**config.mk**
```make
export PLATFORM = sky130hd
export DESIGN_NAME = spd_positioner
export DESIGN_NICKNAME = d
export VERILOG_FILES = /design/src/core/spd_pos_align.v /design/src/core/spd_stall_det.v /design/src/core/spd_positioner.v
export VERILOG_INCLUDE_DIRS = /design/src /design/src/core
export SDC_FILE = /design/constraint.sdc
export NUM_CORES = 1
export LEC_CHECK = 0
export BUFFER_PORTS_ARGS = -buffer_cell sky130_fd_sc_hd__buf_2
export CAP_MARGIN = 10
export CORE_MARGIN = 2
export CORE_UTILIZATION = 45
export DETAILED_ROUTE_END_ITERATION = 10
export SETUP_SLACK_MARGIN = 0.2
export SYNTH_ARGS = -nofsm -noshare
export SYNTH_HDL_FRONTEND = slang
export SYNTH_SLANG_ARGS = --single-unit
```
**constraint.sdc**
```tcl
create_clock -name clk -period 7.71 [get_ports clk]
set_input_delay 0.771 -clock clk [delete_from_list [all_inputs] [get_ports clk]]
set_output_delay 0.771 -clock clk [all_outputs]
set_load 0.02 [all_outputs]
```
**src/core/spd_regs.vh**
```
// Register offsets, field positions, reset values and timing counts of the positioner
`ifndef SPD_REGS_VH
`define SPD_REGS_VH
// Register byte offsets
`define SPD_CTRL_OFF 12'h000
`define SPD_CMD_OFF 12'h004
`define SPD_FBPOS_OFF 12'h008
`define SPD_THR_OFF 12'h00c
`define SPD_ACTPOS_OFF 12'h010
`define SPD_TARGET_OFF 12'h014
`define SPD_STATUS_OFF 12'h018
// Control fields
`define SPD_CTRL_MODE_LSB 0
`define SPD_CTRL_SHAFT_BIT 2
`define SPD_CTRL_RUN_BIT 3
`define SPD_CTRL_RUNDIR_BIT 4
// Command fields
`define SPD_CMD_KIND_LSB 30
`define SPD_KIND_FULL 2'h0
`define SPD_KIND_COMPACT 2'h1
`define SPD_KIND_FALLBACK 2'h2
// Stepping modes
`define SPD_MODE_HALF 2'h0
`define SPD_MODE_QUARTER 2'h1
`define SPD_MODE_EIGHTH 2'h2
`define SPD_MODE_SIXTEENTH 2'h3
// Status fields
`define SPD_ST_MOVING_BIT 0
`define SPD_ST_STALL_BIT 1
`define SPD_ST_FBDIS_BIT 2
`define SPD_ST_DIR_BIT 3
// Reserved fallback code that disables the fallback feature
`define SPD_FB_DISABLE 11'h400
// Reset values
`define SPD_CTRL_RST 5'h03
`define SPD_THR_LO_RST 8'h10
`define SPD_THR_HI_RST 8'hf0
// Step timing
`define SPD_STEP_TIME_NS 10000
`define SPD_CLK_PERIOD_NS 10
`define SPD_STEP_CYCLES (`SPD_STEP_TIME_NS / `SPD_CLK_PERIOD_NS)
`define SPD_AVG_SHIFT 3
`endif

```
**src/core/spd_pos_align.v**
```verilog
// Alignment of received position words into 1/16-step target values
`include "spd_regs.vh"
module spd_pos_align (
   // Command word
   input wire [1:0] kind,
   input wire [15:0] value,
   // Held fallback position
   input wire [10:0] fallback,
   // Aligned target, signed, 1/16-step units
   output reg [15:0] target
);
   // Select alignment by command kind
   always @* begin
      case (kind)
         `SPD_KIND_FULL: target = value;
         // Sign-extend 11 bits on top, three zero bits below
         `SPD_KIND_COMPACT: target = {{2{value[10]}}, value[10:0], 3'h0};
         // Fallback sits in the top 11 bits, five zero bits below
         `SPD_KIND_FALLBACK: target = {fallback, 5'h00};
         default: target = value;
      endcase
   end
endmodule // spd_pos_align

```
**src/core/spd_stall_det.v**
```verilog
// Back-emf moving average with two independent thresholds
`include "spd_regs.vh"
module spd_stall_det #(
   parameter W = 8
) (
   // Clock and reset
   input wire clk,
   input wire nrst,
   // Back-emf samples
   input wire [W-1:0] bemf,
   input wire bemf_valid,
   input wire active,
   // Thresholds
   input wire [W-1:0] thr_lo,
   input wire [W-1:0] thr_hi,
   // One-cycle stall indication
   output reg stall
);
   reg [W+`SPD_AVG_SHIFT-1:0] acc_r;
   wire [W-1:0] avg;
   assign avg = acc_r[W+`SPD_AVG_SHIFT-1:`SPD_AVG_SHIFT];
   // Running sum: drop one eighth, add the new sample
   always @(posedge clk) begin
      if (!nrst) begin
         acc_r <= {(W+`SPD_AVG_SHIFT){1'b0}};
         stall <= 1'b0;
      end else begin
         if (bemf_valid)
            acc_r <= acc_r - {{`SPD_AVG_SHIFT{1'b0}}, avg} + {{`SPD_AVG_SHIFT{1'b0}}, bemf};
         // Compare against both levels while the motor runs
         stall <= active && bemf_valid && ((avg < thr_lo) || (avg > thr_hi));
      end
   end
endmodule // spd_stall_det

```
**src/core/spd_positioner.v**
```verilog
// Stepper position word decoder and position controller with APB registers
//
// Functional notes
// - Compact and fallback values are aligned by the device itself.
// - Every position value is read as signed two's complement.
// - Full positions span 13 to 16 bits by mode; compact spans 11 bits.
// - Fallback is 11 bits in the top of the word, five zeros below.
// - One fallback LSB equals 32 sixteenth-steps, 4 half-steps.
// - Fallback code 0x400 disables the fallback feature.
// - At start-up fallback is copied from OTP with its two lowest bits cleared.
// - Direction-invert bit comes from OTP or the motor parameter command.
// - Invert bit 0 keeps X coil pin roles; bit 1 swaps them.
// - Continuous-run mode ignores the direction-invert bit.
// - Stall check averages back-emf and compares with two thresholds.
// - A back-emf excursion past a threshold stops the running motor.
// - Full, compact and enabled fallback commands replace the set point at once; outside continuous run the motor starts or stops to reach it.
// - Full targets move the shortest way round the circular position space.
`include "spd_regs.vh"
module spd_positioner #(
   parameter STEP_CYCLES = `SPD_STEP_CYCLES,
   parameter BEMF_W = 8
) (
   // Clock and reset
   input wire clk,
   input wire nrst,
   // APB slave
   input wire psel,
   input wire penable,
   input wire pwrite,
   input wire [11:0] paddr,
   input wire [31:0] pwdata,
   output reg [31:0] prdata,
   output reg pready,
   output reg pslverr,
   // One-time-programmable settings
   input wire [10:0] otp_fallback,
   input wire otp_shaft,
   // Back-emf sense
   input wire [BEMF_W-1:0] bemf_sample,
   input wire bemf_valid,
   // Motor drive
   output reg coil_x_plus_pin,
   output reg coil_x_minus_pin,
   output reg coil_y_sign,
   output reg step_pulse,
   output reg moving
);
   // Control and configuration registers
   reg [1:0] mode_r;
   reg shaft_r;
   reg run_r;
   reg run_dir_r;
   reg [10:0] fallback_r;
   reg [BEMF_W-1:0] thr_lo_r;
   reg [BEMF_W-1:0] thr_hi_r;
   reg boot_r;
   // Position state
   reg [15:0] actpos_r;
   reg [15:0] target_r;
   reg [1:0] phase_r;
   reg dir_r;
   reg stalled_r;
   reg [15:0] timer_r;
   // Motion state machine
   localparam ST_IDLE = 3'b001;
   localparam ST_MOVE = 3'b010;
   localparam ST_RUN = 3'b100;
   reg [2:0] state_r;
   reg [2:0] state_nxt;
   // Control reset word, so the mode field can be sliced at its own width
   localparam [4:0] CTRL_RST_V = `SPD_CTRL_RST;
   // Bus decode
   wire bus_acc;
   wire bus_wr;
   wire bus_rd;
   wire cmd_wr;
   wire [15:0] aligned;
   wire stall_hit;
   wire fb_disabled;
   wire [15:0] diff;
   wire [15:0] step_sz;
   wire near;
   wire tick;
   wire step_now;
   wire coil_swap;
   reg [31:0] rdata_nxt;
   reg map_ok;

   // Step size in 1/16 units for a stepping mode
   function [15:0] step_of;
      input [1:0] m;
      begin
         case (m)
            `SPD_MODE_HALF: step_of = 16'h0008;
            `SPD_MODE_QUARTER: step_of = 16'h0004;
            `SPD_MODE_EIGHTH: step_of = 16'h0002;
            default: step_of = 16'h0001;
         endcase
      end
   endfunction

   // Magnitude of a signed 16-bit distance
   function [15:0] mag16;
      input [15:0] v;
      begin
         mag16 = v[15] ? (~v + 16'h0001) : v;
      end
   endfunction

   // Access phase strobes; pready is high in the first cycle of the access phase
   assign bus_acc = psel && penable && pready;
   assign bus_wr = bus_acc && pwrite;
   assign bus_rd = bus_acc && !pwrite;
   assign cmd_wr = bus_wr && (paddr == `SPD_CMD_OFF);

   // Reserved code marks the fallback feature as off
   assign fb_disabled = (fallback_r == `SPD_FB_DISABLE);

   // Word alignment of incoming commands
   spd_pos_align u_align (
      .kind(pwdata[`SPD_CMD_KIND_LSB+1:`SPD_CMD_KIND_LSB]),
      .value(pwdata[15:0]),
      .fallback(fallback_r),
      .target(aligned)
   );

   // Back-emf supervision while the motor turns
   spd_stall_det #(
      .W(BEMF_W)
   ) u_stall (
      .clk(clk),
      .nrst(nrst),
      .bemf(bemf_sample),
      .bemf_valid(bemf_valid),
      .active(state_r != ST_IDLE),
      .thr_lo(thr_lo_r),
      .thr_hi(thr_hi_r),
      .stall(stall_hit)
   );

   // Distance on the circle; the 16-bit wrap picks the shorter way
   assign diff = target_r - actpos_r;
   assign step_sz = step_of(mode_r);
   assign near = (mag16(diff) < step_sz);
   assign tick = (timer_r == 16'h0000);
   assign step_now = tick && (state_r != ST_IDLE) && !stall_hit;
   // The invert bit has no effect in continuous run
   assign coil_swap = shaft_r && (state_r != ST_RUN);

   // Register configuration, start-up copy and command intake
   always @(posedge clk) begin
      if (!nrst) begin
         mode_r <= CTRL_RST_V[`SPD_CTRL_MODE_LSB+1:`SPD_CTRL_MODE_LSB];
         shaft_r <= 1'b0;
         run_r <= 1'b0;
         run_dir_r <= 1'b0;
         fallback_r <= `SPD_FB_DISABLE;
         thr_lo_r <= `SPD_THR_LO_RST;
         thr_hi_r <= `SPD_THR_HI_RST;
         boot_r <= 1'b1;
         target_r <= 16'h0000;
      end else begin
         boot_r <= 1'b0;
         if (boot_r) begin
            // Start-up copy keeps nine bits of resolution
            fallback_r <= {otp_fallback[10:2], 2'b00};
            shaft_r <= otp_shaft;
         end else begin
            if (bus_wr && (paddr == `SPD_CTRL_OFF)) begin
               mode_r <= pwdata[`SPD_CTRL_MODE_LSB+1:`SPD_CTRL_MODE_LSB];
               shaft_r <= pwdata[`SPD_CTRL_SHAFT_BIT];
               run_r <= pwdata[`SPD_CTRL_RUN_BIT];
               run_dir_r <= pwdata[`SPD_CTRL_RUNDIR_BIT];
            end
            if (bus_wr && (paddr == `SPD_FBPOS_OFF))
               fallback_r <= pwdata[10:0];
            if (bus_wr && (paddr == `SPD_THR_OFF)) begin
               thr_lo_r <= pwdata[BEMF_W-1:0];
               thr_hi_r <= pwdata[2*BEMF_W-1:BEMF_W];
            end
         end
         // Full, compact and enabled fallback commands override the set point at once
         if (cmd_wr) begin
            case (pwdata[`SPD_CMD_KIND_LSB+1:`SPD_CMD_KIND_LSB])
               `SPD_KIND_FULL: target_r <= aligned;
               `SPD_KIND_COMPACT: target_r <= aligned;
               `SPD_KIND_FALLBACK: begin
                  if (!fb_disabled)
                     target_r <= aligned;
               end
               default: target_r <= target_r;
            endcase
         end else if (stall_hit) begin
            // A stall parks the set point where the rotor stands
            target_r <= actpos_r;
         end
      end
   end

   // Next motion state
   always @* begin
      state_nxt = state_r;
      case (state_r)
         ST_IDLE: begin
            if (run_r && !stalled_r)
               state_nxt = ST_RUN;
            else if (!near && !stalled_r)
               state_nxt = ST_MOVE;
         end
         ST_MOVE: begin
            if (stall_hit)
               state_nxt = ST_IDLE;
            else if (run_r)
               state_nxt = ST_RUN;
            else if (near)
               state_nxt = ST_IDLE;
         end
         ST_RUN: begin
            if (stall_hit || !run_r)
               state_nxt = ST_IDLE;
         end
         default: state_nxt = ST_IDLE;
      endcase
   end

   // Motion sequencing, step timing and stall flag
   always @(posedge clk) begin
      if (!nrst) begin
         state_r <= ST_IDLE;
         actpos_r <= 16'h0000;
         phase_r <= 2'b00;
         dir_r <= 1'b0;
         stalled_r <= 1'b0;
         timer_r <= 16'h0000;
         step_pulse <= 1'b0;
         moving <= 1'b0;
      end else begin
         state_r <= state_nxt;
         moving <= (state_nxt != ST_IDLE);
         step_pulse <= step_now;
         // Step period counter, reloaded on each step
         if (state_r == ST_IDLE || tick)
            timer_r <= STEP_CYCLES[15:0] - 16'h0001;
         else
            timer_r <= timer_r - 16'h0001;
         // Direction follows the run direction bit in continuous run, else the sign of the shortest distance
         if (state_r == ST_RUN)
            dir_r <= run_dir_r;
         else
            dir_r <= diff[15];
         if (step_now) begin
            if ((state_r == ST_RUN) ? run_dir_r : diff[15]) begin
               actpos_r <= actpos_r - step_sz;
               phase_r <= phase_r - 2'b01;
            end else begin
               actpos_r <= actpos_r + step_sz;
               phase_r <= phase_r + 2'b01;
            end
         end
         // Stall is sticky; a set wins over a clear in the same cycle
         if (stall_hit)
            stalled_r <= 1'b1;
         else if (bus_wr && (paddr == `SPD_STATUS_OFF) && pwdata[`SPD_ST_STALL_BIT])
            stalled_r <= 1'b0;
         else if (cmd_wr)
            stalled_r <= 1'b0;
      end
   end

   // X coil polarity with optional swap of the pin roles
   always @(posedge clk) begin
      if (!nrst) begin
         coil_x_plus_pin <= 1'b0;
         coil_x_minus_pin <= 1'b0;
         coil_y_sign <= 1'b0;
      end else begin
         coil_x_plus_pin <= phase_r[1] ^ coil_swap;
         coil_x_minus_pin <= ~(phase_r[1] ^ coil_swap);
         coil_y_sign <= phase_r[1] ^ phase_r[0];
      end
   end

   // Read multiplexer and map check
   always @* begin
      rdata_nxt = 32'h00000000;
      map_ok = 1'b1;
      case (paddr)
         `SPD_CTRL_OFF: rdata_nxt = {27'h0000000, run_dir_r, run_r, shaft_r, mode_r};
         `SPD_CMD_OFF: rdata_nxt = 32'h00000000;
         `SPD_FBPOS_OFF: rdata_nxt = {21'h000000, fallback_r};
         `SPD_THR_OFF: rdata_nxt = {{(32-2*BEMF_W){1'b0}}, thr_hi_r, thr_lo_r};
         `SPD_ACTPOS_OFF: rdata_nxt = {16'h0000, actpos_r};
         `SPD_TARGET_OFF: rdata_nxt = {16'h0000, target_r};
         `SPD_STATUS_OFF: rdata_nxt = {28'h0000000, dir_r, fb_disabled, stalled_r, moving};
         default: map_ok = 1'b0;
      endcase
   end

   // APB answer: no wait states, error on unmapped offsets
   always @(posedge clk) begin
      if (!nrst) begin
         pready <= 1'b0;
         prdata <= 32'h00000000;
         pslverr <= 1'b0;
      end else begin
         pready <= psel && !penable;
         if (psel && !penable) begin
            prdata <= pwrite ? 32'h00000000 : rdata_nxt;
            pslverr <= !map_ok || (paddr[1:0] != 2'b00);
         end else if (bus_acc) begin
            prdata <= 32'h00000000;
            pslverr <= 1'b0;
         end
      end
   end
endmodule // spd_positioner

```
* Word level (Yosys, flattened, before mapping)
Index checks and enable logic that the tools add are counted.
Storage, ports and cells: bits in registers 139, output and inout bits 39, logic and storage cells 141
Cells by class: reduce and logical (&&, ||, !) cells 44, bitwise operators 6, multiplexer cells 33, equal/unequal tests 19, $add $sub $neg 9, magnitude comparators 3
Operators with widths (count):
- 32-bit 2-to-1 mux | 3
- 16-bit case mux with 6 select lines | 1
- 16-bit 2-to-1 mux | 5
- 16-bit case mux with 2 select lines | 2
- 12-bit by 5-bit == test with 1-bit output, second input constant | 3
- 16-bit subtractor | 2
- 12-bit by 4-bit == test with 1-bit output, second input constant | 2
- 11-bit 2-to-1 mux | 2
- 3-bit 2-to-1 mux | 6
- 1-bit logical AND | 17
- 16-bit by 1-bit adder with 16-bit output, second input constant | 1
- 16-bit adder | 1
- 16-bit zero test | 1
- 16-bit < comparator | 1
- 16-bit NOT | 1
- 16-bit by 1-bit subtractor with 16-bit output, second input constant | 1
- 12-bit by 3-bit == test with 1-bit output, second input constant | 1
- 12-bit zero test | 1
- 4-bit case mux with 3 select lines | 1
- 11-bit by 8-bit adder with 11-bit output | 1
- 11-bit == test, second input constant | 1
- 11-bit by 8-bit subtractor with 11-bit output | 1
- 1-bit 2-to-1 mux | 10
- 10-bit 2-to-1 mux | 1
- other kinds (25) | 48

* Depth between registers and ports, before layout
depth after elaboration 11, gate-level depth with buffers 23, gate-level depth less buffers 22

* By module
A second synthesis with hierarchy kept.
Unflattened totals: cell total of the unflattened synthesis 1105, area, all modules 8709.6 µm²
By module, submodules not included:
- spd_positioner | area an instance 6791.5 µm², cells an instance 861, times used 1
- spd_stall_det | area an instance 1609.0 µm², cells an instance 196, times used 1
- spd_pos_align | area an instance 309.0 µm², cells an instance 48, times used 1

* Worst setup path before layout
OpenSTA, ideal clock, no wires.
kind register to register, from register actpos_r[1], to register actpos_r[15], buffers on the path 0, required time 7.592 ns, period minus slack after synthesis 4.475 ns, path slack 3.235 ns, arrival 4.357 ns, setup time 0.118 ns, stages on the path, launching flop included 20, path through dfxtp_1 > inv_1 > ha_1 > nor2b_1 > o2111ai_1 > nand3_1 > a21oi_1 > mux2i_1 > mux2i_1 > inv_1 > and2_1 > ha_1 > a21boi_0 > o31a_1 > nor2_1 > a2111oi_0 > nor2_1 > a21oi_1 > mux2_2 > mux2i_1
On the way: longest elaborated chain between the ends 3
Ends and longest elaborated chain:
- start, declared | line spd_positioner.v:58 | reg [15:0] actpos_r;
- start signal, assigned | line spd_positioner.v:253 | actpos_r <= actpos_r - step_sz;
- start signal, assigned | line spd_positioner.v:256 | actpos_r <= actpos_r + step_sz;
- 16-bit subtractor | line spd_positioner.v:142 | assign diff = target_r - actpos_r;
- 1-bit 2-to-1 mux | line spd_positioner.v:252 | if ((state_r == ST_RUN) ? run_dir_r : diff[15]) begin
- 16-bit 2-to-1 mux (*) | line spd_positioner.v:252
Mark *: on every way between the ends. The rest lies on a longest branch, timed or not. A chain may end at the register's enable or synchronous reset.

* Worst setup path in the final report
Ends and elaborated chain as after synthesis.

==> flow_summary.toml <==
[outcome]
status = "finished, final reports clean"

[global_routing]
antenna_found_initial = 0
track_usage_pct = 25.2
grt_pass1_vias = 7448
grt_pass1_wl_mm = 40.1
grt_max_degree = 56
grt.overflow.total = 0

[die]
dieWidth_microns = 143
rows = 50
die_area_sq_um = 20500
start_util_pct = 46.3
coreArea_sq_um = 18800
num_io_pins = 109
fp.dieH_microns = 143

[worst_setup_path]
r2r_end = "actpos_r[15]$_SDFFE_PN0P_"
worstSetupStartpoint = "actpos_r[1]$_SDFFE_PN0P_"
path_class = "flip-flop to flip-flop"
worstRegToRegCells = 20
crit_end = "actpos_r[15]$_SDFFE_PN0P_"
endpoint_kind = "flip-flop"
start_kind = "flip-flop"
cp.required_ns = 8.02
r2r_start = "actpos_r[1]$_SDFFE_PN0P_"
critPathMaxFanout = 17
arrival_ns = 6.02
r2r_slack_ns = 2.00

[routing]
drtPass1Iterations = 6
post-route-drc-count = 0
initialDrtViolationCount = 601
ant_nets = 0
wl_per_cell_microns = 17.2
postRouteWirelength_mm = 25.0
viasPerCell = 5.56
via_count = 8076

[power_and_ir_drop]
p_per_area_nw_per_um2 = 393
total_power_mw = 3.87
p_leak_nw = 4.10
ir_drop_mv = 0.252

[place]
dp_slack_ns = 2.02
place_hpwl_mm = 18.8
place_congestion = 0.911
place_area_sq_um = 9240
port_buffers = 76

[yosys]
synth_compound_area_share_pct = 21.8
avgSynthCellArea_sq_um = 7.75
ys.flop_type = "dfxtp_1"
ys_types = 73
ys_seq_area_share_pct = 28.3
async_flop_share_pct = 0
synth_simple_gate_area_share_pct = 22.2
syn_area_sq_um = 8720
ys_seq_elements = 123
ys_warn_count = 0
synth_edf_count = 0
netlist_instances = 1124
synth_top_family_by_area = "simple AND/OR/NAND/NOR gates"
yosys.area_share.xor_xnor_pct = 4.81
synth_adder_area_share_pct = 11.5
synthMuxAreaShare_pct = 3.72

[clock_tree]
post_cts.repair.setup_buffers = 0
clock_sinks = 123
cts_resized = 0
htree_levels = 4
insertion_delay_ns = 0.42
cts_tree = "done"
clk_pin_slew_ns = 0.06
root_buffer = "clkbuf_16"
cts.path.max_buffers = 2
cts_made_buffers = 17
cts_hold_buf = 0

[min_path]
hold_path_class = "flip-flop to flip-flop"

[finish]
nets = 1323
synthToLayoutAreaGrowth_pct = 12.9
drive_gt1_share_pct = 11.8
fill_cells = 1866
antenna_cells = 0
fin_area_sq_um = 9840

[timing]
rsz0062_at_grt = "no"
hold_viol = 0
worstMarginPinSlew_ns = 1.13
layout_setup_ws_ns = 2.00
setup_tns_ns = 0
relSlewSlack_pct = 24.7
max_freq_mhz = 175
drv_slew = 0
fin_worst_skew_ns = 0.00941
fin_crit_ns = 5.71
finalSetupViolCount = 0
period_share_pct = 74.1

[job]
max_cap_viol_count = 0
==> critical path, cell delays in order (launching register included) <==
cell and delay (ns):
dfxtp_1 0.46, inv_1 0.17, ha_1 0.33, nor2b_1 0.15
o2111ai_1 0.32, nand3_1 0.19, a21oi_1 0.23, mux2i_1 0.10
buf_4 0.20, mux2i_1 0.47, inv_1 0.48, and2_1 0.30
ha_1 0.30, a21boi_0 0.33, o31a_1 0.22, nor2_1 0.08
a2111oi_0 0.50, nor2_1 0.11, a21oi_1 0.18, mux2_2 0.36
mux2i_1 0.12
==> synth_stat cells (all sizes together) (3+ instances only) <==
master     n  area (sq um)
nor2     156           586
dfxtp    123          2460
a21oi    111           556
inv       92           345
nand2     80           300
ha        64           801
clkbuf    42           158
a211oi    37           278
a22oi     36           270
xnor2     32           280
nand3     30           150
o21ai     30           150
mux2i     29           290
buf       23           164
nand2b    23           144
nor3      20           105
a21o      17           129
xor2      15           139
and2      14          87.6
nor4      14           103
nor2b     12          75.1
fa        10           200
nand4      9          56.3
and3       8          55.1
nor3b      7          52.6
o211ai     7          52.6
or3        7          43.8
a222oi     6          60.1
a21boi     5          37.5
a31oi      5          31.3
o31ai      5          37.5
a211o      4          35.0
nand3b     4          30.0
o21a       4          30.0
a2111oi    3          45.1
a311oi     3          26.3
and4       3          28.8
mux2       3          33.8
nand4b     3          32.5
nor4b      3          41.3
o31a       3          26.3
or2        3          18.8
==> layout make-up <==
cell class	count	area [sq um]	area share (%)
clock inverter	14	159	1.61
inverter	94	353	3.58
sequential	123	2460	25.0
multi-input combinational	857	5650	57.4
clock buffer	18	439	4.46
timing repair buffer	86	455	4.63
tap	260	325	3.30
==> worst min-delay path by stage <==
| stage | from | end | depth (start not counted) |
|---|---|---|---|
| 6_report | timer_r[0]$_SDFF_PN0_ | timer_r[0]$_SDFF_PN0_ | 1 |
| 5_1_grt | timer_r[0]$_SDFF_PN0_ | timer_r[0]$_SDFF_PN0_ | 1 |
| 4_1_cts | timer_r[0]$_SDFF_PN0_ | timer_r[0]$_SDFF_PN0_ | 1 |
| 3_5_place_dp | timer_r[0]$_SDFF_PN0_ | timer_r[0]$_SDFF_PN0_ | 1 |
| 3_3_place_gp | timer_r[0]$_SDFF_PN0_ | timer_r[0]$_SDFF_PN0_ | 1 |
| 2_1_floorplan | timer_r[0]$_SDFF_PN0_ | timer_r[0]$_SDFF_PN0_ | 1 |
==> state kept, by name, summed over array words and instances, names as in the netlist, 2 cells and up <==
signal	cells
phase_r	2
mode_r	2
thr_hi_r	8
timer_r	16
actpos_r	16
fallback_r	11
prdata	16
state_r	3
u_stall.acc_r	11
target_r	16
thr_lo_r	8
==> through the flow <==
stage / instances / utilization [%] / hold WS (ns)
after detailed placement: 1419 / 49.1 / 0.454
final: 1452 / 52.3 / 0.462
after floorplan: 1139 / - / 0.433
after global routing: 1452 / 52.3 / 0.497
after global placement: 1419 / 49.1 / 0.450
after CTS: 1451 / 52.2 / 0.465
==> routing by layer <==
metal | part of all wire, % | GRT usage, % | wire, microns
met1 | 47 | 35.4 | 11800
met2 | 45 | 39.5 | 11200
met3 | 6.1 | 4.46 | 1520
met4 | 2.0 | 7.35 | 498
met5 | 0 | 0 | 0
==> cell usage in the layout, fill, tap and decap left out, types with 9 or more instances in the layout <==
| cell type | synthesis | layout |
|---|---|---|
| clkbuf_16 | 0 | 17 |
| buf_2 | 2 | 76 |
| nand2_1 | 80 | 80 |
| nand2b_1 | 23 | 23 |
| a21o_1 | 16 | 16 |
| ha_1 | 64 | 64 |
| dfxtp_1 | 123 | 123 |
| nor3_1 | 19 | 18 |
| xor2_1 | 14 | 14 |
| o21ai_0 | 28 | 28 |
| nand3_1 | 30 | 30 |
| nor4_1 | 13 | 12 |
| inv_1 | 91 | 91 |
| nor2b_1 | 12 | 12 |
| a22oi_1 | 36 | 36 |
| and2_1 | 14 | 14 |
| nand4_1 | 9 | 9 |
| nor2_1 | 156 | 156 |
| mux2i_1 | 29 | 29 |
| fa_1 | 10 | 10 |
| a21oi_1 | 111 | 111 |
| a211oi_1 | 37 | 37 |
| buf_4 | 16 | 10 |
| xnor2_1 | 32 | 32 |
| conb_1 | 1 | 16 |
==> cell families (layout without fill, tap and decap cells) <==
logic type | Yosys count | count (layout)
simple gates | 399 | 399
compound gates | 289 | 289
buf+inv | 159 | 212
flops | 123 | 123
fa+ha+maj | 74 | 74
xor+xnor | 47 | 47
mux | 32 | 32
other cells | 1 | 16
==> where the power goes <==
group	leakage, nW	switching [mW]	total [mW]	internal, mW
registers	1.00	0.105	0.823	0.718
logic	2.81	1.25	2.22	0.970
clock network	0.289	0.327	0.819	0.491
(Power assumes the default switching activity.)
